`src/rtl/ttgpu_defs.svh`:
```
`ifndef TTGPU_DEFS_SVH
`define TTGPU_DEFS_SVH

// ----------------------------------------
// register byte offsets
// ----------------------------------------
`define TTGPU_OFS_CTRL_A 8'h00
`define TTGPU_OFS_CTRL_C 8'h04
`define TTGPU_OFS_CTRL_B 8'h08
`define TTGPU_OFS_CNT_A 8'h0c
`define TTGPU_OFS_CNT_C 8'h10
`define TTGPU_OFS_CNT_B 8'h14
`define TTGPU_OFS_STATUS 8'h18
`define TTGPU_OFS_MASK 8'h1c

// ----------------------------------------
// field positions, widths, reset values
// ----------------------------------------
`define TTGPU_CNT_W 16
`define TTGPU_CTRL_W 16
`define TTGPU_EVT_W 5
`define TTGPU_EVT_CAP_A 3
`define TTGPU_EVT_CAP_B 4
`define TTGPU_CTRL_RST 16'h0000
`define TTGPU_CNT_RST 16'h0000
`define TTGPU_MASK_RST 5'h00
`define TTGPU_STATUS_RST 5'h00
`define TTGPU_CNT_MAX 16'hffff
`define TTGPU_CNT_MIN 16'h0000

// ----------------------------------------
// prescaler: factor 8 << select
// ----------------------------------------
`define TTGPU_PRE_W 10
`define TTGPU_PRE_BASE 10'h007
`define TTGPU_PRE_RST 10'h000

// ----------------------------------------
// reload trigger sources
// ----------------------------------------
`define TTGPU_RLD_PIN 2'h0
`define TTGPU_RLD_RISE 2'h1
`define TTGPU_RLD_FALL 2'h2
`define TTGPU_RLD_BOTH 2'h3

`endif

```
`src/rtl/ttgpu_pkg.sv`:
```
package ttgpu_pkg;

	typedef enum logic [1:0] {
		MODE_TIMER,
		MODE_GATED,
		MODE_COUNTER,
		MODE_INCR
	} ttgpu_mode_type;

	typedef enum logic [1:0] {
		AUX_NORMAL,
		AUX_CAPTURE,
		AUX_RELOAD,
		AUX_SPARE
	} ttgpu_aux_type;

	typedef struct packed {
		logic [1:0] reload_src;
		ttgpu_aux_type aux_func;
		logic latch_link;
		logic gate_level;
		logic [1:0] edge_sel;
		logic ext_dir_en;
		logic dir_down;
		logic run;
		logic [2:0] presc;
		ttgpu_mode_type mode;
	} ttgpu_ctrl_type;

	typedef struct packed {
		logic [5:0] level;
		logic [5:0] rise;
		logic [5:0] fall;
	} ttgpu_pins_type;

endpackage

```
`src/rtl/ttgpu_sync.sv`:
```
`timescale 1ns/1ps
`default_nettype none
module ttgpu_sync (
	input wire logic clk,
	input wire logic rst,
	input wire logic ce,
	input wire logic [5:0] pin_in,
	output ttgpu_pkg::ttgpu_pins_type pins
);
	import ttgpu_pkg::*;

	logic [5:0] s1_q;
	logic [5:0] s2_q;
	logic [5:0] s3_q;

	// ----------------------------------------
	// two-stage synchroniser plus history
	// ----------------------------------------
	always_ff @(posedge clk) begin
		if (rst) begin
			s1_q <= 6'h00;
			s2_q <= 6'h00;
			s3_q <= 6'h00;
		end else if (ce) begin
			s1_q <= pin_in;
			s2_q <= s1_q;
			s3_q <= s2_q;
		end
	end

	assign pins = {s2_q, s2_q & ~s3_q, ~s2_q & s3_q};
endmodule
`default_nettype wire

```
`src/rtl/ttgpu_top.sv`:
```
// Summary of operation
// - each of three timers picks timer, gated, counter or quadrature mode.
// - every timer is a 16-bit counter register.
// - timer mode counts prescaled clock, select 0..7 gives factor 8..1024.
// - counter mode advances on chosen edges of the timer input pin.
// - gated mode counts prescaled ticks only while pin is at gate level.
// - one input pin per timer, used as gate or count clock.
// - direction from software bit, optionally inverted by direction pin.
// - quadrature mode derives count and direction from input and dir pins.
// - core toggle latch inverts on every core overflow and underflow.
// - core toggle latch can be driven onto the toggle output pin.
// - either auxiliary timer can count core toggle latch transitions.
// - auxiliary timer in capture or reload role stops counting.
// - capture copies core count into auxiliary on its input pin edge.
// - reload loads core from auxiliary on pin edge or latch transition.
// - both auxiliaries reloading on opposite transitions give hardware PWM.
// - same prescaler choices serve all timers in timer and gated modes.
//
// Our own choices: the register offsets and the APB slave port.
`include "ttgpu_defs.svh"
`timescale 1ns/1ps
`default_nettype none
module ttgpu_top (
	input wire logic CLOCK,
	input wire logic RST,
	input wire logic CE,
	input wire logic PSEL,
	input wire logic PENABLE,
	input wire logic PWRITE,
	input wire logic [7:0] PADDR,
	input wire logic [31:0] PWDATA,
	output logic [31:0] PRDATA,
	output logic PREADY,
	output logic PSLVERR,
	input wire logic [2:0] TIMER_INPUT_PIN,
	input wire logic [2:0] DIRECTION_INPUT_PIN,
	output logic TOGGLE_OUTPUT_PIN,
	output logic IRQ
);
	import ttgpu_pkg::*;

	// ----------------------------------------
	// helpers
	// ----------------------------------------
	function automatic logic presc_tick(input logic [9:0] pre,
		input logic [2:0] sel);
		logic [9:0] msk;
		msk = ((`TTGPU_PRE_BASE + 10'h001) << sel) - 10'h001;
		return (pre & msk) == msk;
	endfunction

	function automatic logic edge_hit(input logic [1:0] sel,
		input logic r, input logic f);
		return (sel[0] & r) | (sel[1] & f);
	endfunction

	function automatic logic [15:0] step(input logic [15:0] v,
		input logic down);
		return down ? v - 16'h0001 : v + 16'h0001;
	endfunction

	function automatic logic quad_up(input logic a_edge,
		input logic a, input logic b);
		return a_edge ? a != b : a == b;
	endfunction

	function automatic logic wrap_hit(input logic [15:0] v,
		input logic down);
		return down ? v == `TTGPU_CNT_MIN : v == `TTGPU_CNT_MAX;
	endfunction

	// ----------------------------------------
	// state
	// ----------------------------------------
	ttgpu_ctrl_type ctrl_q [3];
	logic [15:0] cnt_q [3];
	logic [15:0] cnt_d [3];
	logic [9:0] pre_q;
	logic latch_q;
	logic lat_rise_q;
	logic lat_fall_q;
	logic [4:0] status_q;
	logic [4:0] mask_q;
	logic [31:0] prdata_q;
	logic pready_q;
	logic pslverr_q;
	logic irq_q;
	logic tog_q;
	ttgpu_pins_type pins;

	logic [2:0] en;
	logic [2:0] dn;
	logic [2:0] ovf;
	logic lat_rise;
	logic lat_fall;
	logic [1:0] cap_hit;
	logic [1:0] rld_hit;

	// ----------------------------------------
	// pin synchronisation
	// ----------------------------------------
	ttgpu_sync u_sync (
		.clk(CLOCK),
		.rst(RST),
		.ce(CE),
		.pin_in({DIRECTION_INPUT_PIN, TIMER_INPUT_PIN}),
		.pins(pins)
	);

	// ----------------------------------------
	// apb decode
	// ----------------------------------------
	wire acc_start = PSEL & PENABLE & ~pready_q;
	wire acc_done = PSEL & PENABLE & pready_q;
	wire [7:0] adr = {PADDR[7:2], 2'b00};
	wire sel_ca = adr == `TTGPU_OFS_CTRL_A;
	wire sel_cc = adr == `TTGPU_OFS_CTRL_C;
	wire sel_cb = adr == `TTGPU_OFS_CTRL_B;
	wire sel_na = adr == `TTGPU_OFS_CNT_A;
	wire sel_nc = adr == `TTGPU_OFS_CNT_C;
	wire sel_nb = adr == `TTGPU_OFS_CNT_B;
	wire sel_st = adr == `TTGPU_OFS_STATUS;
	wire sel_mk = adr == `TTGPU_OFS_MASK;
	wire mapped = sel_ca | sel_cc | sel_cb | sel_na | sel_nc | sel_nb |
		sel_st | sel_mk;
	wire wr_done = acc_done & PWRITE & mapped;
	wire rd_st_done = acc_done & ~PWRITE & sel_st;
	wire [2:0] wr_ctrl = {sel_cb, sel_cc, sel_ca} & {3{wr_done}};
	wire [2:0] wr_cnt = {sel_nb, sel_nc, sel_na} & {3{wr_done}};
	wire [31:0] rd_ctrl_a = {16'h0000, ctrl_q[0]};
	wire [31:0] rd_ctrl_c = {16'h0000, ctrl_q[1]};
	wire [31:0] rd_ctrl_b = {16'h0000, ctrl_q[2]};
	wire [31:0] rd_cnt_a = {16'h0000, cnt_q[0]};
	wire [31:0] rd_cnt_c = {16'h0000, cnt_q[1]};
	wire [31:0] rd_cnt_b = {16'h0000, cnt_q[2]};
	wire [31:0] rd_status = {27'h0000000, status_q};
	wire [31:0] rd_mask = {27'h0000000, mask_q};
	wire [31:0] rd_mux =
		sel_ca ? rd_ctrl_a :
		sel_cc ? rd_ctrl_c :
		sel_cb ? rd_ctrl_b :
		sel_na ? rd_cnt_a :
		sel_nc ? rd_cnt_c :
		sel_nb ? rd_cnt_b :
		sel_st ? rd_status :
		sel_mk ? rd_mask : 32'h00000000;

	// ----------------------------------------
	// per-timer count enable and direction
	// ----------------------------------------
	always_comb begin
		for (int i = 0; i < 3; i++) begin
			logic tick;
			logic phit;
			logic lhit;
			logic qa;
			logic qb;
			logic qup;
			logic sdir;
			tick = presc_tick(pre_q, ctrl_q[i].presc);
			phit = edge_hit(ctrl_q[i].edge_sel, pins.rise[i],
				pins.fall[i]);
			lhit = edge_hit(ctrl_q[i].edge_sel, lat_rise_q, lat_fall_q);
			qa = pins.rise[i] | pins.fall[i];
			qb = pins.rise[i+3] | pins.fall[i+3];
			qup = quad_up(qa, pins.level[i], pins.level[i+3]);
			sdir = ctrl_q[i].dir_down ^
				(ctrl_q[i].ext_dir_en & pins.level[i+3]);
			en[i] = 1'b0;
			dn[i] = sdir;
			unique case (ctrl_q[i].mode)
				MODE_TIMER: begin
					en[i] = tick;
				end
				MODE_GATED: begin
					en[i] = tick &
						(pins.level[i] == ctrl_q[i].gate_level);
				end
				MODE_COUNTER: begin
					if (i != 1 && ctrl_q[i].latch_link) begin
						en[i] = lhit;
					end else begin
						en[i] = phit;
					end
				end
				MODE_INCR: begin
					en[i] = qa | qb;
					dn[i] = ctrl_q[i].dir_down ^ ~qup;
				end
			endcase
			if (!ctrl_q[i].run) begin
				en[i] = 1'b0;
			end
			if (i != 1 && ctrl_q[i].aux_func != AUX_NORMAL) begin
				en[i] = 1'b0;
			end
			ovf[i] = en[i] & wrap_hit(cnt_q[i], dn[i]);
		end
	end

	// ----------------------------------------
	// core toggle latch transitions
	// ----------------------------------------
	assign lat_rise = ovf[1] & ~latch_q;
	assign lat_fall = ovf[1] & latch_q;

	// ----------------------------------------
	// capture and reload triggers
	// ----------------------------------------
	always_comb begin
		for (int j = 0; j < 2; j++) begin
			int k;
			logic phit;
			logic trig;
			k = j * 2;
			trig = 1'b0;
			phit = edge_hit(ctrl_q[k].edge_sel, pins.rise[k], pins.fall[k]);
			unique case (ctrl_q[k].reload_src)
				`TTGPU_RLD_PIN: trig = phit;
				`TTGPU_RLD_RISE: trig = lat_rise;
				`TTGPU_RLD_FALL: trig = lat_fall;
				`TTGPU_RLD_BOTH: trig = ovf[1];
			endcase
			cap_hit[j] = (ctrl_q[k].aux_func == AUX_CAPTURE) & phit;
			rld_hit[j] = (ctrl_q[k].aux_func == AUX_RELOAD) & trig;
		end
	end

	// ----------------------------------------
	// next count values
	// ----------------------------------------
	always_comb begin
		for (int i = 0; i < 3; i++) begin
			cnt_d[i] = en[i] ? step(cnt_q[i], dn[i]) : cnt_q[i];
		end
		if (rld_hit[0]) begin
			cnt_d[1] = cnt_q[0];
		end else if (rld_hit[1]) begin
			cnt_d[1] = cnt_q[2];
		end
		if (cap_hit[0]) begin
			cnt_d[0] = cnt_q[1];
		end
		if (cap_hit[1]) begin
			cnt_d[2] = cnt_q[1];
		end
		for (int i = 0; i < 3; i++) begin
			if (wr_cnt[i]) begin
				cnt_d[i] = PWDATA[15:0];
			end
		end
	end

	wire [4:0] evt = {cap_hit[1], cap_hit[0], ovf};
	// clear only bits already read out
	wire [4:0] st_clr = rd_st_done ? prdata_q[4:0] : 5'h00;
	wire [4:0] status_d = evt | (status_q & ~st_clr);

	// ----------------------------------------
	// timer counts and controls
	// ----------------------------------------
	always_ff @(posedge CLOCK) begin
		if (RST) begin
			for (int i = 0; i < 3; i++) begin
				cnt_q[i] <= `TTGPU_CNT_RST;
				ctrl_q[i] <= `TTGPU_CTRL_RST;
			end
		end else if (CE) begin
			for (int i = 0; i < 3; i++) begin
				cnt_q[i] <= cnt_d[i];
				if (wr_ctrl[i]) begin
					ctrl_q[i] <= ttgpu_ctrl_type'(PWDATA[15:0]);
				end
			end
		end
	end

	// ----------------------------------------
	// prescaler and core toggle latch
	// ----------------------------------------
	always_ff @(posedge CLOCK) begin
		if (RST) begin
			pre_q <= `TTGPU_PRE_RST;
			latch_q <= 1'b0;
			lat_rise_q <= 1'b0;
			lat_fall_q <= 1'b0;
		end else if (CE) begin
			pre_q <= pre_q + 10'h001;
			latch_q <= latch_q ^ ovf[1];
			lat_rise_q <= lat_rise;
			lat_fall_q <= lat_fall;
		end
	end

	// ----------------------------------------
	// status and mask
	// ----------------------------------------
	always_ff @(posedge CLOCK) begin
		if (RST) begin
			status_q <= `TTGPU_STATUS_RST;
			mask_q <= `TTGPU_MASK_RST;
		end else if (CE) begin
			status_q <= status_d;
			if (wr_done && sel_mk) begin
				mask_q <= PWDATA[4:0];
			end
		end
	end

	// ----------------------------------------
	// interrupt and toggle pin
	// ----------------------------------------
	always_ff @(posedge CLOCK) begin
		if (RST) begin
			irq_q <= 1'b0;
			tog_q <= 1'b0;
		end else if (CE) begin
			irq_q <= |(status_d & mask_q);
			tog_q <= latch_q & ctrl_q[1].latch_link;
		end
	end

	// ----------------------------------------
	// apb answer, one wait state
	// ----------------------------------------
	always_ff @(posedge CLOCK) begin
		if (RST) begin
			pready_q <= 1'b0;
			pslverr_q <= 1'b0;
			prdata_q <= 32'h00000000;
		end else if (CE) begin
			pready_q <= acc_start;
			pslverr_q <= acc_start & ~mapped;
			if (acc_start && !PWRITE) begin
				prdata_q <= rd_mux;
			end
		end
	end

	assign PRDATA = prdata_q;
	assign PREADY = pready_q;
	assign PSLVERR = pslverr_q;
	assign IRQ = irq_q;
	assign TOGGLE_OUTPUT_PIN = tog_q;
endmodule
`default_nettype wire

```
`config.mk`:
```
export PLATFORM = sky130hd
export DESIGN_NAME = ttgpu_top
export DESIGN_NICKNAME = d
export VERILOG_FILES = /design/src/rtl/ttgpu_pkg.sv /design/src/rtl/ttgpu_sync.sv /design/src/rtl/ttgpu_top.sv
export VERILOG_INCLUDE_DIRS = /design/src /design/src/rtl
export SDC_FILE = /design/constraint.sdc
export NUM_CORES = 1
export LEC_CHECK = 0
export BUFFER_PORTS_ARGS = -buffer_cell sky130_fd_sc_hd__buf_2
export CORE_ASPECT_RATIO = 0.9
export CORE_MARGIN = 2
export CORE_UTILIZATION = 52
export DETAILED_ROUTE_END_ITERATION = 16
export PLACE_DENSITY_LB_ADDON = 0.05
export SLEW_MARGIN = 40
export SYNTH_ARGS = -nofsm -noshare
export SYNTH_HDL_FRONTEND = slang
export SYNTH_SLANG_ARGS = --single-unit
```
`constraint.sdc`:
```
create_clock -name CLOCK -period 3.9 [get_ports CLOCK]
set_clock_uncertainty 0.2 [all_clocks]
set_input_delay 0.195 -clock CLOCK [delete_from_list [all_inputs] [get_ports CLOCK]]
set_output_delay 0.195 -clock CLOCK [all_outputs]
set_load 0.02 [all_outputs]
```
==> results.cfg, run 1 <==
[grt]
grt.overflow.total = 0
grt_pass1_vias = 8884
grt_max_degree = 41
grt_pass1_wl_mm = 52.3
grt_util_all_layers_pct = 32.1
antenna_found_initial = 2

[routing]
drtPass1Iterations = 6
wl_mm = 34.7
routed-via-count = 9747
dr_wl_met3_mm = 4.14
route.detailed.drc = 0
wl_met2_mm = 14.5
drt_iter0_markers = 1328
top_layer_used = met5
antenna_left = 0
met1_length_mm = 15.3
wl_per_cell_microns = 22.9
routed_via_density = 6.44

[clock_tree]
clk_pin_slew_ns = 0.07
clock_sinks = 157
clock_latency_ns = 0.44
numCtsBuffers = 17
htreeDepth = 4
cts_tree = done
clockRootBuffer = clkbuf_16
cts_buffer_depth = 2

[floorplanning]
ios = 88
core_sq_um = 19800
die_w_microns = 153
rows = 49
die-height_microns = 138
initial_core_util_pct = 52.6
die-area_sq_um = 21200

[pwr]
ir_drop_mv = 0.286
leakage_nw = 4.84
power.density_nw_per_um2 = 366

[placed_design]
place_worst_setup_slack_ns = -0.127
gp_congestion = 0.954
dpl.hpwl_mm = 25.4
io_buffers = 53

[sta]
fin_ws_ns = 0.0303
setup_viol = 0
finalHoldViolCount = 0
drv_slew = 0
holdWs_ns = 0.0115
post-route-period-util_pct = 99.2
tns_ns = 0
fmax_ghz = 0.258
relSlewSlack_pct = 43.1
worst_pin_slew_ns = 0.850
grt_setup_unrepaired = true
period_needed_ns = 3.87

[synthesis]
yosysTopAreaCell = edfxtp_1
post_synth_num_cell_types = 75
synth.avg_cell_area_sq_um = 9.21
ys_warn_count = 0
syn_area_sq_um = 10400
synth-edff-count = 96
synth_seq_cells = 157
yosysMostFrequentCell = nor2_1
synth_cells = 1131
synth_ff_type = edfxtp_1
synth_top_area_share_pct = 27.7
synthTopCellsByArea = edfxtp_1 28%, dfxtp_1 12%, ha_1 6.1%, nor2_1 4.7%, mux2i_1 3.7%
synth_common_cells = 130 x nor2_1, 96 x edfxtp_1, 88 x nand2_1
ys_seq_area_share_pct = 39.4
synthArstFlopShare_pct = 0

[setup_path]
arrival_ns = 3.84
worstPathMaxFanout = 5
endpoint = cnt_q[0][30]$_SDFFCE_PN0P_
crit_path_end_kind = flip-flop
cp-start-kind = flip-flop
cp.required_ns = 3.87
cp-startpoint = ctrl_q[0][17]$_DFFE_PP_
r2r-start = ctrl_q[0][17]$_DFFE_PP_
r2r_end = cnt_q[0][30]$_SDFFCE_PN0P_
worst-r2r-setup-slack_ns = 0.03
r2r_cells = 13
criticalPathCategory = flip-flop to flip-flop

[job]
drv_cap = 0

[final_layout]
antenna_cells = 0
syn_to_final_growth_pct = 18.5
drive_gt1_share_pct = 18.0
fin_nets = 1351

[outcome]
status = finished, final reports clean

[hold_path]
hold_path_class = input port to flip-flop
[stage by stage]
stage	cell area, sq um	power (mW)	utilization [%]	instances
2_1_floorplan	10500	2.52	-	1146
3_3_place_gp	11400	2.80	57.4	1463
3_5_place_dp	11400	2.81	57.4	1463
4_1_cts	12100	4.47	61.1	1507
5_1_grt	12300	4.67	62.3	1513
6_report	12300	4.52	62.3	1513
[routing by layer]
metal	vias to the layer above	global-route usage, %
li1	4484	-
met1	4676	49.6
met2	531	45.0
met3	54	7.59
met4	2	8.24
met5	-	0
[state kept, by name (all words and copies together) (netlist names)]
name,count
u_sync.s2_q,6
lat_fall_q,1
cnt_q,48
mask_q,5
latch_q,1
ctrl_q,48
status_q,5
PREADY,1
PRDATA,16
lat_rise_q,1
u_sync.s1_q,6
u_sync.s3_q,6
IRQ,1
pre_q,10
TOGGLE_OUTPUT_PIN,1
PSLVERR,1
[worst min-delay path by stage]
| stage | start | endpoint | slack [ns] | cells after the start |
|---|---|---|---|---|
| floorplan | TIMER_INPUT_PIN[0] | u_sync.s1_q[0]$_SDFFE_PP0P_ | 0.14 | 2 |
| global placement | DIRECTION_INPUT_PIN[1] | u_sync.s1_q[4]$_SDFFE_PP0P_ | 0.23 | 3 |
| detailed placement | TIMER_INPUT_PIN[2] | u_sync.s1_q[2]$_SDFFE_PP0P_ | 0.24 | 3 |
| CTS | PENABLE | PSLVERR$_SDFFE_PP0P_ | 0.004 | 5 |
| global route | PWDATA[9] | cnt_q[0][25]$_SDFFCE_PN0P_ | 0.02 | 3 |
| finish | PENABLE | PSLVERR$_SDFFE_PP0P_ | 0.01 | 5 |
[what timing repair did]
action                     in CTS  in global routing
hold buffers                   12                  0
pin swaps                       2                  7
setup endpoints to repair       5                 25
buffers inserted                0                  5
resized for setup               5                 38
gates cloned                    0                  1
hold endpoints to repair       12                  0
[critical path: stages (launching register included)]
cell and delay (ns):
edfxtp_1 0.42, and4b_1 0.24, a311oi_4 0.35, xnor2_4 0.17, fa_2 0.37, a211o_1 0.32
a2111oi_4 0.38, o31ai_2 0.13, a2111oi_1 0.35, buf_4 0.20, o31ai_4 0.07, a21oi_2 0.15
xor2_1 0.20, a221oi_2 0.07
[where the power goes]
| group | leakage [nW] | internal, mW | total [mW] | switching (mW) |
|---|---|---|---|---|
| logic | 3.07 | 0.383 | 0.890 | 0.507 |
| clock network | 0.291 | 0.861 | 1.67 | 0.807 |
| registers | 1.48 | 1.84 | 1.96 | 0.119 |
[area by class of cell]
class                      count  area [sq um]
clock buffer                  17           425
multi-input combinational    895          6170
sequential                   157          4100
fill                        1716          7460
tap                          255           319
clock inverter                15           164
timing repair buffer         150          1070
inverter                      24          90.1
[cells by family (layout without fill, tap and decap cells)]
family / after synthesis / in the layout / synth area share [%]
and+or+nand+nor: 397 / 397 / 18.2
AOI/OAI and AO/OA: 326 / 327 / 21.7
DFF: 157 / 157 / 39.4
buffers and inverters: 95 / 206 / 4.43
adders and majority gates: 54 / 54 / 6.70
xor gates and xnor gates: 52 / 52 / 4.58
muxes: 49 / 49 / 4.97
other: 1 / 16 / 0.0360
[cell usage in the layout, fill, tap and decap left out, drive strengths merged, types with 4 or more instances in the layout]
cell and count:
xor2 27, xnor2 24, a22oi 26, a21oi 53, a31oi 10, clkbuf 17
nor2 130, and2 23, a221oi 16, nand4 17, nand3 36, nor2b 9
ha 51, nor3 30, edfxtp 96, nand2b 14, nand2 89, and3 5
o2bb2ai 5, mux2 9, mux2i 39, a311oi 21, o21bai 7, clkinv 6
a211oi 30, o31ai 20, a2111oi 7, nor4 17, a21o 17, dlygate4sd3 12
or3 9, o21a 9, o21ai 63, o22ai 8, conb 16, a21boi 4
inv 33, buf 138, dfxtp 61, o211ai 12
(Power assumes the default switching activity.)
==> run 2, diff against run 1 <==
--- a/config.mk
+++ b/config.mk
@@ -6,6 +6,7 @@
 export SDC_FILE = /design/constraint.sdc
 export NUM_CORES = 1
 export LEC_CHECK = 0
+export ABC_AREA = 1
 export BUFFER_PORTS_ARGS = -buffer_cell sky130_fd_sc_hd__buf_2
 export CORE_ASPECT_RATIO = 0.9
 export CORE_MARGIN = 2
==> run 2 against run 1 <==
Synthesized cell count increased by 26%; synthesized area increased by 2.3%; global-route usage increased by 1.4 points; utilization decreased by 0.46 points; largest cell class unchanged.
==> results.cfg, run 2 <==
[outcome]
status = finished, final reports clean

[floorplanning]
die_w_microns = 155
ios = 88
die-height_microns = 140
rows = 49
die-area_sq_um = 21700
initial_core_util_pct = 53.2
core_sq_um = 20000

[routing]
routed-via-count = 10400
drt_iter0_markers = 1198
wl_per_cell_microns = 20.1
routed_via_density = 5.81
route.detailed.drc = 0
wl_mm = 36.1
drtPass1Iterations = 5
antenna_left = 0

[synthesis]
synthTopCellsByArea = edfxtp_1 27%, dfxtp_1 11%, nand2_1 9.7%, inv_1 7.3%, a21oi_1 6.6%
yosysMostFrequentCell = nand2_1
post_synth_num_cell_types = 52
ys_seq_area_share_pct = 38.5
synth.avg_cell_area_sq_um = 7.46
synth_top_area_share_pct = 27.1
syn_area_sq_um = 10700
synth-edff-count = 96
synth_ff_type = edfxtp_1
synth_common_cells = 276 x nand2_1, 207 x inv_1, 141 x a21oi_1
yosysTopAreaCell = edfxtp_1
synthArstFlopShare_pct = 0
synth_seq_cells = 157
ys_warn_count = 0
synth_cells = 1429

[clock_tree]
cts_tree = done
clockRootBuffer = clkbuf_16
htreeDepth = 4
clock_latency_ns = 0.45
numCtsBuffers = 17
clk_pin_slew_ns = 0.08
clock_sinks = 157
cts_buffer_depth = 2

[grt]
grt_pass1_vias = 9685
grt_util_all_layers_pct = 33.5
grt_pass1_wl_mm = 55.4
antenna_found_initial = 0
grt_max_degree = 44
grt.overflow.total = 0

[setup_path]
r2r-start = u_sync.s2_q[2]$_SDFFE_PP0P_
r2r_end = cnt_q[0][45]$_SDFFCE_PN0P_
cp-start-kind = flip-flop
worst-r2r-setup-slack_ns = 0.16
crit_path_end_kind = flip-flop
arrival_ns = 3.74
r2r_cells = 20
worstPathMaxFanout = 6
criticalPathCategory = flip-flop to flip-flop
cp-startpoint = u_sync.s2_q[2]$_SDFFE_PP0P_
endpoint = cnt_q[0][45]$_SDFFCE_PN0P_
cp.required_ns = 3.91

[placed_design]
io_buffers = 53
gp_congestion = 0.926
dpl.hpwl_mm = 26.9
placed_cell_area_sq_um = 11300

[pwr]
ir_drop_mv = 0.230
power.density_nw_per_um2 = 367
leakage_nw = 5.28

[sta]
finalHoldViolCount = 0
drv_slew = 0
period_needed_ns = 3.74
post-route-period-util_pct = 95.8
fmax_ghz = 0.268
relSlewSlack_pct = 46.1
worst_pin_slew_ns = 0.806
setup_viol = 0

[final_layout]
fillers = 1836
drive_gt1_share_pct = 12.1
stdcell_area_sq_um = 12400
layout_commonest_cell = nand2_1
fin_nets = 1633
syn_to_final_growth_pct = 16.4
postLayoutCoreUtil_pct = 61.9
mostFrequentLayoutCells = 272 x nand2_1, 206 x inv_1, 138 x a21oi_1
antenna_cells = 0

[job]
drv_cap = 0

[hold_path]
hold_path_class = input port to flip-flop
## run 2: critical path, stage by stage, from the launching register on
cell and delay (ns):
dfxtp_1 0.33, inv_1 0.06, ha_1 0.31, inv_1 0.08, nand2_1 0.05, nand2_1 0.11, xor2_2 0.17, o211ai_1 0.13
nand2_2 0.15, clkinvlp_4 0.21, buf_6 0.20, ha_4 0.26, a21oi_1 0.15, o21a_1 0.18, nand3_2 0.12, a21o_1 0.18
or2_2 0.27, nand3_1 0.06, o211ai_1 0.10, o211ai_1 0.11, inv_1 0.05
## run 2: worst min path at each step
stage	depth (start not counted)	endpoint	from	slack [ns]
floorplan	2	u_sync.s1_q[0]$_SDFFE_PP0P_	TIMER_INPUT_PIN[0]	0.11
global placement	3	u_sync.s1_q[5]$_SDFFE_PP0P_	DIRECTION_INPUT_PIN[2]	0.20
detailed placement	3	u_sync.s1_q[2]$_SDFFE_PP0P_	TIMER_INPUT_PIN[2]	0.20
CTS	5	PSLVERR$_SDFFE_PP0P_	PSEL	0.002
global route	3	cnt_q[0][15]$_SDFFCE_PN0P_	PWDATA[15]	0.03
finish	5	PSLVERR$_SDFFE_PP0P_	PSEL	0.002
## run 2: repair_timing
item	CTS	global route
hold buffers	25	0
hold endpoints to repair	49	0
buffers inserted	5	1
pin swaps	0	5
resized for setup	2	41
endpoints found under the setup margin	1	15
## run 2: per-stage QoR
| step | hold slack, ns | power, mW | setup slack (ns) | TNS (ns) | std cells |
|---|---|---|---|---|---|
| 3_5_place_dp | 0.201 | 2.80 | -0.0273 | -0.0273 | 1732 |
| 2_1_floorplan | 0.108 | 2.52 | 0.348 | 0 | 1444 |
| 5_1_grt | 0.0281 | 4.72 | -0.0266 | -0.0322 | 1795 |
| 3_3_place_gp | 0.198 | 2.79 | 0.0622 | 0 | 1732 |
| 6_report | 0.00236 | 4.55 | 0.164 | 0 | 1795 |
| 4_1_cts | 0.00219 | 4.48 | 0.0659 | 0 | 1794 |
## run 2: power by group
part / internal, mW / switching (mW) / leakage (nW) / total (mW)
logic: 0.335 / 0.561 / 3.51 / 0.896
clock network: 0.862 / 0.834 / 0.290 / 1.70
registers: 1.85 / 0.115 / 1.48 / 1.96
total: 3.04 / 1.51 / 5.28 / 4.55
## run 2: per-layer routing
metal  GRT usage [%]  vias up  wire [microns]  part of all wire (%)
li1                -     5046               -                     -
met1            49.3     4769           16100                    45
met2            49.8      544           15200                    42
met3            7.63       68            3990                    11
met4            8.38        0             754                   2.1
met5               0        -               0                     0
## run 2: logic make-up (layout without fill, tap and decap cells)
family / Yosys count / after routing / share of synthesized area (%)
compound gates: 377 / 377 / 20.3
fa+ha+maj: 54 / 54 / 6.55
xor+xnor: 29 / 29 / 2.38
other cells: 1 / 16 / 0.0352
simple gates: 538 / 538 / 21.9
buf+inv: 273 / 369 / 10.4
flops: 157 / 157 / 38.5
## run 2: area by class of cell
cell class	count	area [sq um]	area share [%]
clock buffer	17	425	3.43
clock inverter	15	166	1.34
inverter	216	815	6.57
multi-input combinational	1014	5710	46.1
sequential	157	4100	33.1
tap	255	319	2.57
timing repair buffer	121	862	6.95
